### src/clk_gen_cfg.svh
// Register indices, field positions, reset values and timing counts of the clock control block
`ifndef CLK_GEN_CFG_SVH
`define CLK_GEN_CFG_SVH

// Word indices; byte address is four times the index
`define IDX_PLL_STOP      6'h06
`define IDX_TICK_CTL      6'h07
`define IDX_CLOCK_SEL     6'h08
`define IDX_STATUS        6'h09

// pll_and_stop_control fields
`define FM_MSB            5
`define FM_LSB            4
`define FAST_WAKEUP_ENABLE_BIT        3
`define PRE_BIT           2
`define PCE_BIT           1
`define SELF_CLOCK_FALLBACK_ENABLE_BIT          0

// periodic_tick_control fields
`define TICK_DEC_BIT      7
`define TICK_RATE_MSB     6
`define TICK_RATE_LSB     4
`define TICK_MOD_MSB      3
`define TICK_MOD_LSB      0

// clock_select fields
`define PLL_CLOCK_SELECT_BIT        7
`define TICK_WAIT_BIT     1
`define WDOG_WAIT_BIT     0

// status fields
`define STAT_SCM_BIT      0
`define STAT_SELF_CLOCK_CHANGE_FLAG_BIT    1
`define STAT_LOCK_BIT     2

// Reset values
`define PLL_STOP_RST      8'h01
`define TICK_CTL_RST      8'h00
`define CLOCK_SEL_RST     8'h00

// Frequency modulation rate divider (reference clock cycles)
`define FM_RATE_DIV       5'h10

// Tick prescaler bases
`define TICK_BIN_LOG_BASE 10
`define TICK_DEC_UNIT     1000

// AXI response codes
`define RESP_OKAY         2'h0
`define RESP_SLVERR       2'h2

`endif

### src/clk_gen_pkg.sv
// Types shared by the clock control block
package clk_gen_pkg;

    // Self-clock sequencer states, one-hot
    typedef enum logic [3:0] {
        SC_NORMAL = 4'b0001,
        SC_SELF   = 4'b0010,
        SC_FAST   = 4'b0100,
        SC_CHECK  = 4'b1000
    } selfclk_state_t;

    // Frequency modulation amplitude codes
    typedef enum logic [1:0] {
        FM_OFF  = 2'h0,
        FM_1PCT = 2'h1,
        FM_2PCT = 2'h2,
        FM_4PCT = 2'h3
    } fm_amp_t;

endpackage

### src/clk_gen_ctl.sv
// Clock generator control: PLL and stop control, self-clock sequencing and periodic tick control
`include "clk_gen_cfg.svh"

module clk_gen_ctl
    import clk_gen_pkg::*;
#(
    parameter int ADDR_W       = 8,
    parameter int BIN_LOG_BASE = `TICK_BIN_LOG_BASE,
    parameter int DEC_UNIT     = `TICK_DEC_UNIT
) (
    input  wire logic              clk,
    input  wire logic              srst,
    input  wire logic [ADDR_W-1:0] awaddr,
    input  wire logic              awvalid,
    output logic                   awready,
    input  wire logic [31:0]       wdata,
    input  wire logic [3:0]        wstrb,
    input  wire logic              wvalid,
    output logic                   wready,
    output logic [1:0]             bresp,
    output logic                   bvalid,
    input  wire logic              bready,
    input  wire logic [ADDR_W-1:0] araddr,
    input  wire logic              arvalid,
    output logic                   arready,
    output logic [31:0]            rdata,
    output logic [1:0]             rresp,
    output logic                   rvalid,
    input  wire logic              rready,
    input  wire logic              specialMode,
    input  wire logic              pllLock,
    input  wire logic              crystalFail,
    input  wire logic              fullStopWake,
    input  wire logic              qualityOk,
    input  wire logic              pseudoStop,
    input  wire logic              waitMode,
    output fm_amp_t                freqModAmplitude,
    output logic                   fmStrobe,
    output logic                   pllClockSelect,
    output logic                   selfClockActive,
    output logic                   oscEnable,
    output logic                   clockMonitorEnable,
    output logic                   qualityCheckRun,
    output logic                   clockMonitorReset,
    output logic                   watchdogRun,
    output logic                   watchdogInit,
    output logic                   tickRun,
    output logic                   tickEvent
);

    // Reset images, so single fields are picked by index rather than shifted
    localparam logic [7:0] PLL_STOP_RST_V  = `PLL_STOP_RST;
    localparam logic [7:0] CLOCK_SEL_RST_V = `CLOCK_SEL_RST;

    logic [5:0]     awIdx;
    logic           awPend;
    logic [7:0]     wByte;
    logic           wLane0;
    logic           wPend;
    logic           doWrite;
    logic           wePllStop;
    logic           weTick;
    logic           weClkSel;
    logic           weStatus;
    logic           mapped;
    logic [5:0]     arIdx;
    logic [7:0]     readByte;
    logic           readHit;
    logic           fastWakeupEnable;
    logic           tickPseudoStopRun;
    logic           watchdogPseudoStopRun;
    logic           selfClockFallbackEnable;
    logic           fallbackWritten;
    logic [7:0]     periodicTickControl;
    logic           tickWaitStop;
    logic           watchdogWaitStop;
    logic           selfClockChangeFlag;
    logic [3:0]     fmCnt;
    logic           tickReinit;
    logic           tickIdle;
    selfclk_state_t state;
    selfclk_state_t next_state;

    // Write channel acceptance; both halves held until the pair completes
    assign awready = !awPend && !bvalid;
    assign wready  = !wPend && !bvalid;
    assign doWrite = awPend && wPend && !bvalid;

    always_ff @(posedge clk) begin
        if (srst) begin
            awPend <= 1'b0;
            awIdx  <= 6'h00;
        end else if (awvalid && awready) begin
            awPend <= 1'b1;
            awIdx  <= awaddr[7:2];
        end else if (doWrite) begin
            awPend <= 1'b0;
        end
    end

    always_ff @(posedge clk) begin
        if (srst) begin
            wPend  <= 1'b0;
            wByte  <= 8'h00;
            wLane0 <= 1'b0;
        end else if (wvalid && wready) begin
            wPend  <= 1'b1;
            wByte  <= wdata[7:0];
            wLane0 <= wstrb[0];
        end else if (doWrite) begin
            wPend <= 1'b0;
        end
    end

    // Address decode of the stored write
    always_comb begin
        wePllStop = 1'b0;
        weTick    = 1'b0;
        weClkSel  = 1'b0;
        weStatus  = 1'b0;
        mapped    = 1'b1;
        if (awIdx == `IDX_PLL_STOP) begin
            wePllStop = doWrite && wLane0;
        end else if (awIdx == `IDX_TICK_CTL) begin
            weTick = doWrite && wLane0;
        end else if (awIdx == `IDX_CLOCK_SEL) begin
            weClkSel = doWrite && wLane0;
        end else if (awIdx == `IDX_STATUS) begin
            weStatus = doWrite && wLane0;
        end else begin
            mapped = 1'b0;
        end
    end

    // Write response; unmapped words answer SLVERR
    always_ff @(posedge clk) begin
        if (srst) begin
            bvalid <= 1'b0;
            bresp  <= `RESP_OKAY;
        end else if (doWrite) begin
            bvalid <= 1'b1;
            bresp  <= mapped ? `RESP_OKAY : `RESP_SLVERR;
        end else if (bready) begin
            bvalid <= 1'b0;
        end
    end

    // Read decode; narrow registers sit in the low byte
    assign arIdx   = araddr[7:2];
    assign arready = !rvalid;
    always_comb begin
        readByte = 8'h00;
        readHit  = 1'b1;
        if (arIdx == `IDX_PLL_STOP) begin
            readByte = {2'b00, freqModAmplitude, fastWakeupEnable, tickPseudoStopRun,
                        watchdogPseudoStopRun, selfClockFallbackEnable};
        end else if (arIdx == `IDX_TICK_CTL) begin
            readByte = periodicTickControl;
        end else if (arIdx == `IDX_CLOCK_SEL) begin
            readByte = {pllClockSelect, 5'b00000, tickWaitStop, watchdogWaitStop};
        end else if (arIdx == `IDX_STATUS) begin
            readByte = {5'b00000, pllLock, selfClockChangeFlag, selfClockActive};
        end else begin
            readHit = 1'b0;
        end
    end

    always_ff @(posedge clk) begin
        if (srst) begin
            rvalid <= 1'b0;
            rdata  <= 32'h00000000;
            rresp  <= `RESP_OKAY;
        end else if (arvalid && arready) begin
            rvalid <= 1'b1;
            rdata  <= {24'h000000, readByte};
            rresp  <= readHit ? `RESP_OKAY : `RESP_SLVERR;
        end else if (rready) begin
            rvalid <= 1'b0;
        end
    end

    // Amplitude field, frozen while the PLL drives the system
    always_ff @(posedge clk) begin
        if (srst) begin
            freqModAmplitude <= fm_amp_t'(PLL_STOP_RST_V[`FM_MSB:`FM_LSB]);
        end else if (wePllStop && !pllClockSelect) begin
            freqModAmplitude <= fm_amp_t'(wByte[`FM_MSB:`FM_LSB]);
        end
    end

    // Pseudo-stop run bits and fast wake-up, all writable anytime
    always_ff @(posedge clk) begin
        if (srst) begin
            fastWakeupEnable      <= PLL_STOP_RST_V[`FAST_WAKEUP_ENABLE_BIT];
            tickPseudoStopRun     <= PLL_STOP_RST_V[`PRE_BIT];
            watchdogPseudoStopRun <= PLL_STOP_RST_V[`PCE_BIT];
        end else if (wePllStop) begin
            fastWakeupEnable      <= wByte[`FAST_WAKEUP_ENABLE_BIT];
            tickPseudoStopRun     <= wByte[`PRE_BIT];
            watchdogPseudoStopRun <= wByte[`PCE_BIT];
        end
    end

    // Fallback enable: one shot in normal modes, free in special modes; no clear while self-clocked
    always_ff @(posedge clk) begin
        if (srst) begin
            selfClockFallbackEnable <= PLL_STOP_RST_V[`SELF_CLOCK_FALLBACK_ENABLE_BIT];
            fallbackWritten         <= 1'b0;
        end else if (wePllStop) begin
            fallbackWritten <= 1'b1;
            if (specialMode || !fallbackWritten) begin
                if (wByte[`SELF_CLOCK_FALLBACK_ENABLE_BIT] || !selfClockActive) begin
                    selfClockFallbackEnable <= wByte[`SELF_CLOCK_FALLBACK_ENABLE_BIT];
                end
            end
        end
    end

    // tick control, anytime; write restarts the counter
    always_ff @(posedge clk) begin
        if (srst) begin
            periodicTickControl <= `TICK_CTL_RST;
        end else if (weTick) begin
            periodicTickControl <= wByte;
        end
    end

    // PLL select; hardware clear on self-clock entry beats software
    always_ff @(posedge clk) begin
        if (srst) begin
            pllClockSelect   <= CLOCK_SEL_RST_V[`PLL_CLOCK_SELECT_BIT];
            tickWaitStop     <= CLOCK_SEL_RST_V[`TICK_WAIT_BIT];
            watchdogWaitStop <= CLOCK_SEL_RST_V[`WDOG_WAIT_BIT];
        end else begin
            if (next_state != SC_NORMAL) begin
                pllClockSelect <= 1'b0;
            end else if (weClkSel && (pllLock || !wByte[`PLL_CLOCK_SELECT_BIT])) begin
                pllClockSelect <= wByte[`PLL_CLOCK_SELECT_BIT];
            end
            if (weClkSel) begin
                tickWaitStop     <= wByte[`TICK_WAIT_BIT];
                watchdogWaitStop <= wByte[`WDOG_WAIT_BIT];
            end
        end
    end

    // Self-clock sequencer
    always_comb begin
        next_state = state;
        case (state)
            SC_NORMAL: begin
                // failure falls back only if enabled
                if (crystalFail && selfClockFallbackEnable) begin
                    next_state = SC_SELF;
                end else if (fullStopWake && fastWakeupEnable && selfClockFallbackEnable) begin
                    next_state = SC_FAST;
                end
            end
            SC_SELF: begin
                if (qualityOk) begin
                    next_state = SC_NORMAL;
                end
            end
            SC_FAST: begin
                if (!fastWakeupEnable) begin
                    next_state = SC_CHECK;
                end
            end
            SC_CHECK: begin
                if (qualityOk) begin
                    next_state = SC_NORMAL;
                end
            end
            default: next_state = SC_NORMAL;
        endcase
    end

    always_ff @(posedge clk) begin
        if (srst) begin
            state <= SC_NORMAL;
        end else begin
            state <= next_state;
        end
    end

    // oscillator and monitor off during fast wake
    assign selfClockActive    = (state != SC_NORMAL);
    assign oscEnable          = (state != SC_FAST);
    assign clockMonitorEnable = (state != SC_FAST);
    assign qualityCheckRun    = (state == SC_CHECK) || (state == SC_SELF);

    // Change flag: a hardware set wins over a same-cycle write-one clear
    always_ff @(posedge clk) begin
        if (srst) begin
            selfClockChangeFlag <= 1'b0;
        // fast wake entry leaves flag alone
        end else if ((state == SC_NORMAL && next_state == SC_SELF) ||
                     (state != SC_NORMAL && next_state == SC_NORMAL)) begin
            selfClockChangeFlag <= 1'b1;
        end else if (weStatus && wByte[`STAT_SELF_CLOCK_CHANGE_FLAG_BIT]) begin
            selfClockChangeFlag <= 1'b0;
        end
    end

    // monitor reset pulse when fallback disabled
    always_ff @(posedge clk) begin
        if (srst) begin
            clockMonitorReset <= 1'b0;
        end else begin
            clockMonitorReset <= (state == SC_NORMAL) && crystalFail && !selfClockFallbackEnable;
        end
    end

    // modulation strobe every sixteen reference cycles
    always_ff @(posedge clk) begin
        if (srst) begin
            fmCnt    <= 4'h0;
            fmStrobe <= 1'b0;
        end else begin
            fmCnt    <= (5'(fmCnt) == `FM_RATE_DIV - 5'h01) ? 4'h0 : fmCnt + 4'h1;
            fmStrobe <= (5'(fmCnt) == `FM_RATE_DIV - 5'h01) && (freqModAmplitude != FM_OFF);
        end
    end

    // watchdog holds in pseudo stop when bit clear; wait stop reinits
    assign watchdogRun  = !(pseudoStop && !watchdogPseudoStopRun) && !(waitMode && watchdogWaitStop);
    assign watchdogInit = waitMode && watchdogWaitStop;

    // tick runs in pseudo stop only when bit set
    assign tickRun    = !(pseudoStop && !tickPseudoStopRun) && !(waitMode && tickWaitStop);
    assign tickReinit = weTick || (waitMode && tickWaitStop);

    // divider counts clk, the oscillator clock
    tick_divider #(
        .BIN_LOG_BASE(BIN_LOG_BASE),
        .DEC_UNIT    (DEC_UNIT)
    ) u_tick (
        .clk       (clk),
        .srst      (srst),
        .reinit    (tickReinit),
        .run       (tickRun),
        .decimalSel(periodicTickControl[`TICK_DEC_BIT]),
        .rateSel   (periodicTickControl[`TICK_RATE_MSB:`TICK_RATE_LSB]),
        .modulusSel(periodicTickControl[`TICK_MOD_MSB:`TICK_MOD_LSB]),
        .tickEvent (tickEvent),
        .tickIdle  (tickIdle)
    );
endmodule // clk_gen_ctl

### src/tick_divider.sv
// Periodic tick prescaler and modulus divider on the oscillator clock
`include "clk_gen_cfg.svh"

module tick_divider #(
    parameter int BIN_LOG_BASE = `TICK_BIN_LOG_BASE,
    parameter int DEC_UNIT     = `TICK_DEC_UNIT
) (
    input  wire logic       clk,
    input  wire logic       srst,
    input  wire logic       reinit,
    input  wire logic       run,
    input  wire logic       decimalSel,
    input  wire logic [2:0] rateSel,
    input  wire logic [3:0] modulusSel,
    output logic            tickEvent,
    output logic            tickIdle
);

    logic [19:0] preLimit;
    logic [19:0] preCnt;
    logic [3:0]  modCnt;
    logic        off;
    int          mult;

    assign off      = !decimalSel && (rateSel == 3'h0);
    assign tickIdle = off;

    always_comb begin
        mult = 1;
        case (rateSel)
            3'h0: mult = 1;
            3'h1: mult = 2;
            3'h2: mult = 5;
            3'h3: mult = 10;
            3'h4: mult = 20;
            3'h5: mult = 50;
            3'h6: mult = 100;
            default: mult = 200;
        endcase
        if (decimalSel) begin
            preLimit = 20'(DEC_UNIT * mult);
        end else if (off) begin
            preLimit = 20'h00001;
        end else begin
            preLimit = 20'(32'h1 << (BIN_LOG_BASE + int'(rateSel) - 1));
        end
    end

    // Counters; >= compare keeps a shrunk setting from running away
    always_ff @(posedge clk) begin
        if (srst || reinit || off) begin
            preCnt    <= 20'h00000;
            modCnt    <= 4'h0;
            tickEvent <= 1'b0;
        end else if (run) begin
            tickEvent <= 1'b0;
            if (preCnt >= preLimit - 20'h00001) begin
                preCnt <= 20'h00000;
                // modulus divides by code plus one
                if (modCnt >= modulusSel) begin
                    modCnt    <= 4'h0;
                    tickEvent <= 1'b1;
                end else begin
                    modCnt <= modCnt + 4'h1;
                end
            end else begin
                preCnt <= preCnt + 20'h00001;
            end
        end else begin
            tickEvent <= 1'b0;
        end
    end
endmodule // tick_divider

### config.mk
export PLATFORM = sky130hd
export DESIGN_NAME = clk_gen_ctl
export DESIGN_NICKNAME = d
export VERILOG_FILES = /design/src/clk_gen_pkg.sv /design/src/clk_gen_ctl.sv /design/src/tick_divider.sv
export VERILOG_INCLUDE_DIRS = /design/src
export SDC_FILE = /design/constraint.sdc
export NUM_CORES = 1
export LEC_CHECK = 0
export BUFFER_PORTS_ARGS = -buffer_cell sky130_fd_sc_hd__buf_2
export CAP_MARGIN = 20
export CORE_UTILIZATION = 40
export DETAILED_ROUTE_END_ITERATION = 6
export SYNTH_ARGS = -nofsm -noshare
export SYNTH_HDL_FRONTEND = slang
export SYNTH_SLANG_ARGS = --single-unit
### constraint.sdc
create_clock -name clk -period 5.5 [get_ports clk]
set_input_delay 0.55 -clock clk [delete_from_list [all_inputs] [get_ports clk]]
set_output_delay 0.55 -clock clk [all_outputs]
set_load 0.02 [all_outputs]
==> reports/summary.txt <==
Starting Density - 0.415
slew at the pin closest to its max-slew limit - 0.729 ns
Root Driver - clkbuf_16
# hold bufs at CTS - 0
Clk Latency, worst-skew pair - 0.35 ns
RSZ-0062 raised after global routing - true
Async S/R FF share, synth - 0
DP Area - 6410 µm²
final setup violation count - 0
CTS tree - done
Worst Path Max Fanout - 8
pins over their slew limit - 0
Critical-path top delay cell - fa_1
post-synthesis sequential area ratio - 0.285
largest cells by area after synthesis - dfxtp_1, ha_1, nor2_1, a21oi_1, nand2_1
Final Hold Fails - 0
Pwr Total - 0.00142 W
number of synthesized register bits - 83
Post-synth top cells - nor2_1, dfxtp_1, nand2_1, ha_1, a21oi_1
WS Path Type - flop to flop
clk buf depth - 2
Place WS - -0.211 ns
Slew headroom - 0.514
count leader, synth - nor2_1
Die X - 123 µm
die footprint - 15100 µm²
Tmin final - 5.49 ns
largest net degree at the start of global routing - 60
register area - 1670 µm²
Leakage - 3.06 nW
total number of vias - 5115
Worst IR Drop VDD - 186 µV
Residual DRC - 0
Unique masters post-synth - 64
IO Port Bufs - 62
Synth Instances - 726
share of layout cells above drive strength 1 - 0.188
total of max-cap violations - 0
Final Net Count - 940
Netlist Area Pre-Place - 5830 µm²
antenna violations before repair - 0
routed wire length per instance - 14.4 µm
slowest stage delay, CP - 0.54 ns
post-DP HPWL - 11.2 mm
vias in the first global route - 5007
1st-iter DRT viols - 231
final critical-path share of the clock period - 0.998
Multi-input gate area - 3900 µm²
CP endpoint kind - flop
CP Launch Type - flop
GP Congestion - 0.856
core area - 14000 µm²
post-synth top area share - 0.285
row count - 43
grt total ovfl - 0
CP Cell Sequence - nor2_4, or2_4, fa_1, fa_1, fa_1, fa_1, inv_2, ha_4, nand2_2, o21a_1, o211ai_1, xnor2_1, a2bb2oi_2, ha_1, nand4_1, nor4_2, a311oi_2, a21oi_2, buf_6, a21boi_2, o22ai_1
Syn Area/Cell - 8.03 µm²
WP data arrival - 5.73 ns
final hold slack - 0.375 ns
Ports - 120
CP Data Required Time - 5.74 ns
clock sinks - 83
CP dominant cell by count - fa_1
fill count - 1388
H-tree depth - 3
post-DR vias/cell - 5.17
Final WS setup - 0.0120 ns
Most used DFF post-synth - dfxtp_1
cell taking the most area after synthesis - dfxtp_1
Die H - 123 µm
Design Area, Final - 6890 µm²
status - finished, final reports clean
TritonRoute pass-1 iters - 4
post-route setup TNS - 0 ns
Worst Skew - 0.00547 ns
ant diodes - 0
Ys Warns - 0
first-pass GRT wire length - 23.6 mm
Num CTS Buffers - 9
Peak Freq - 182 MHz
overall routed net length - 14.3 mm
Reg clk slew, reported paths - 0.06 ns
Final ANT Viol Nets - 0
hold crit path type - input port to flop
Pwr Density - 206 nW/µm²
Post-synth EDFFs - 0
total track usage - 0.200
Synth-to-Final Area Change - 18.1%
power breakdown:
group          switching (W)  internal (W)
Combinational      0.0000823     0.0000422
Clock               0.000256      0.000410
Sequential         0.0000146      0.000617
path summary, 6_finish.rpt:
path                                                     startpoint                             to  slack, ns  cells after the start
worst max-delay path            periodicTickControl[5]$_SDFFE_PP0P_  u_tick.modCnt[3]$_SDFFE_PP0P_       0.01                     21
worst min-delay path                                         rready            rvalid$_SDFFE_PP0P_       0.37                      2
worst max register to register  periodicTickControl[5]$_SDFFE_PP0P_  u_tick.modCnt[3]$_SDFFE_PP0P_       0.01                     21
worst min register to register         fallbackWritten$_SDFFE_PP0P_   fallbackWritten$_SDFFE_PP0P_       0.45                      2
sequential cells by signal (all words and copies together) (netlist names), 4 cells and up:
| signal | cells |
|---|---|
| u_tick.preCnt | 20 |
| periodicTickControl | 8 |
| rdata | 8 |
| wByte | 8 |
| awIdx | 6 |
| fmCnt | 4 |
| state | 4 |
| u_tick.modCnt | 4 |
cells by family after synthesis:
family          synth area share
compound gates             0.145
xor+xnor                  0.0571
fa+ha+maj                  0.162
buf+inv                   0.0877
flops                      0.285
mux                       0.0380
other cells              0.00129
simple gates               0.224
layer usage:
metal	track usage	routed length, µm
met2	0.346	7130
met3	0.0367	478
met4	0.0800	307
met1	0.243	6370
met5	0	0
per-stage QoR:
| stage | util | cells |
|---|---|---|
| floorplan | - | 751 |
| global placement | 0.457 | 972 |
| detailed placement | 0.457 | 972 |
| CTS | 0.481 | 988 |
| global route | 0.491 | 989 |
| finish | 0.491 | 989 |
layout by cell type, fill, tap and decap left out, types with 8 or more instances in the layout:
cell       instances
ha_1              58
inv_1             47
nor3_1            20
nand2b_1          11
clkbuf_16          9
nand3_1           16
buf_4             31
mux2i_1           21
nand2_1           62
o21ai_0           21
conb_1            27
xnor2_1           26
nand4_1           13
dfxtp_1           80
buf_2             62
nor2_1            89
fa_1               8
xor2_1            12
a21oi_1           46
timing repair:
item / 4_1_cts / 5_1_grt
setup buffers: 0 / 1
endpoints found under the hold margin: 0 / 0
pin swaps: 2 / 25
setup endpoints to repair: 20 / 25
gates resized for setup: 9 / 32
cell type report:
type,count,share of cell area
clock inverters,6,0.0129
inverters,51,0.0282
flip-flops and latches,83,0.243
multi-input cells,564,0.567
well taps,180,0.0327
repair buffers,95,0.0821
clock buffers,10,0.0347
worst max-delay path, delay by kind of cell, from the launching register on:
kind	cells	cell delay [ns]
compound gates	7	1.10
flops	1	0.38
buf+inv	2	0.21
xor+xnor	1	0.18
simple gates	5	0.83
fa+ha+maj	6	2.69
No activity file was read; power rests on OpenSTA's default activity.
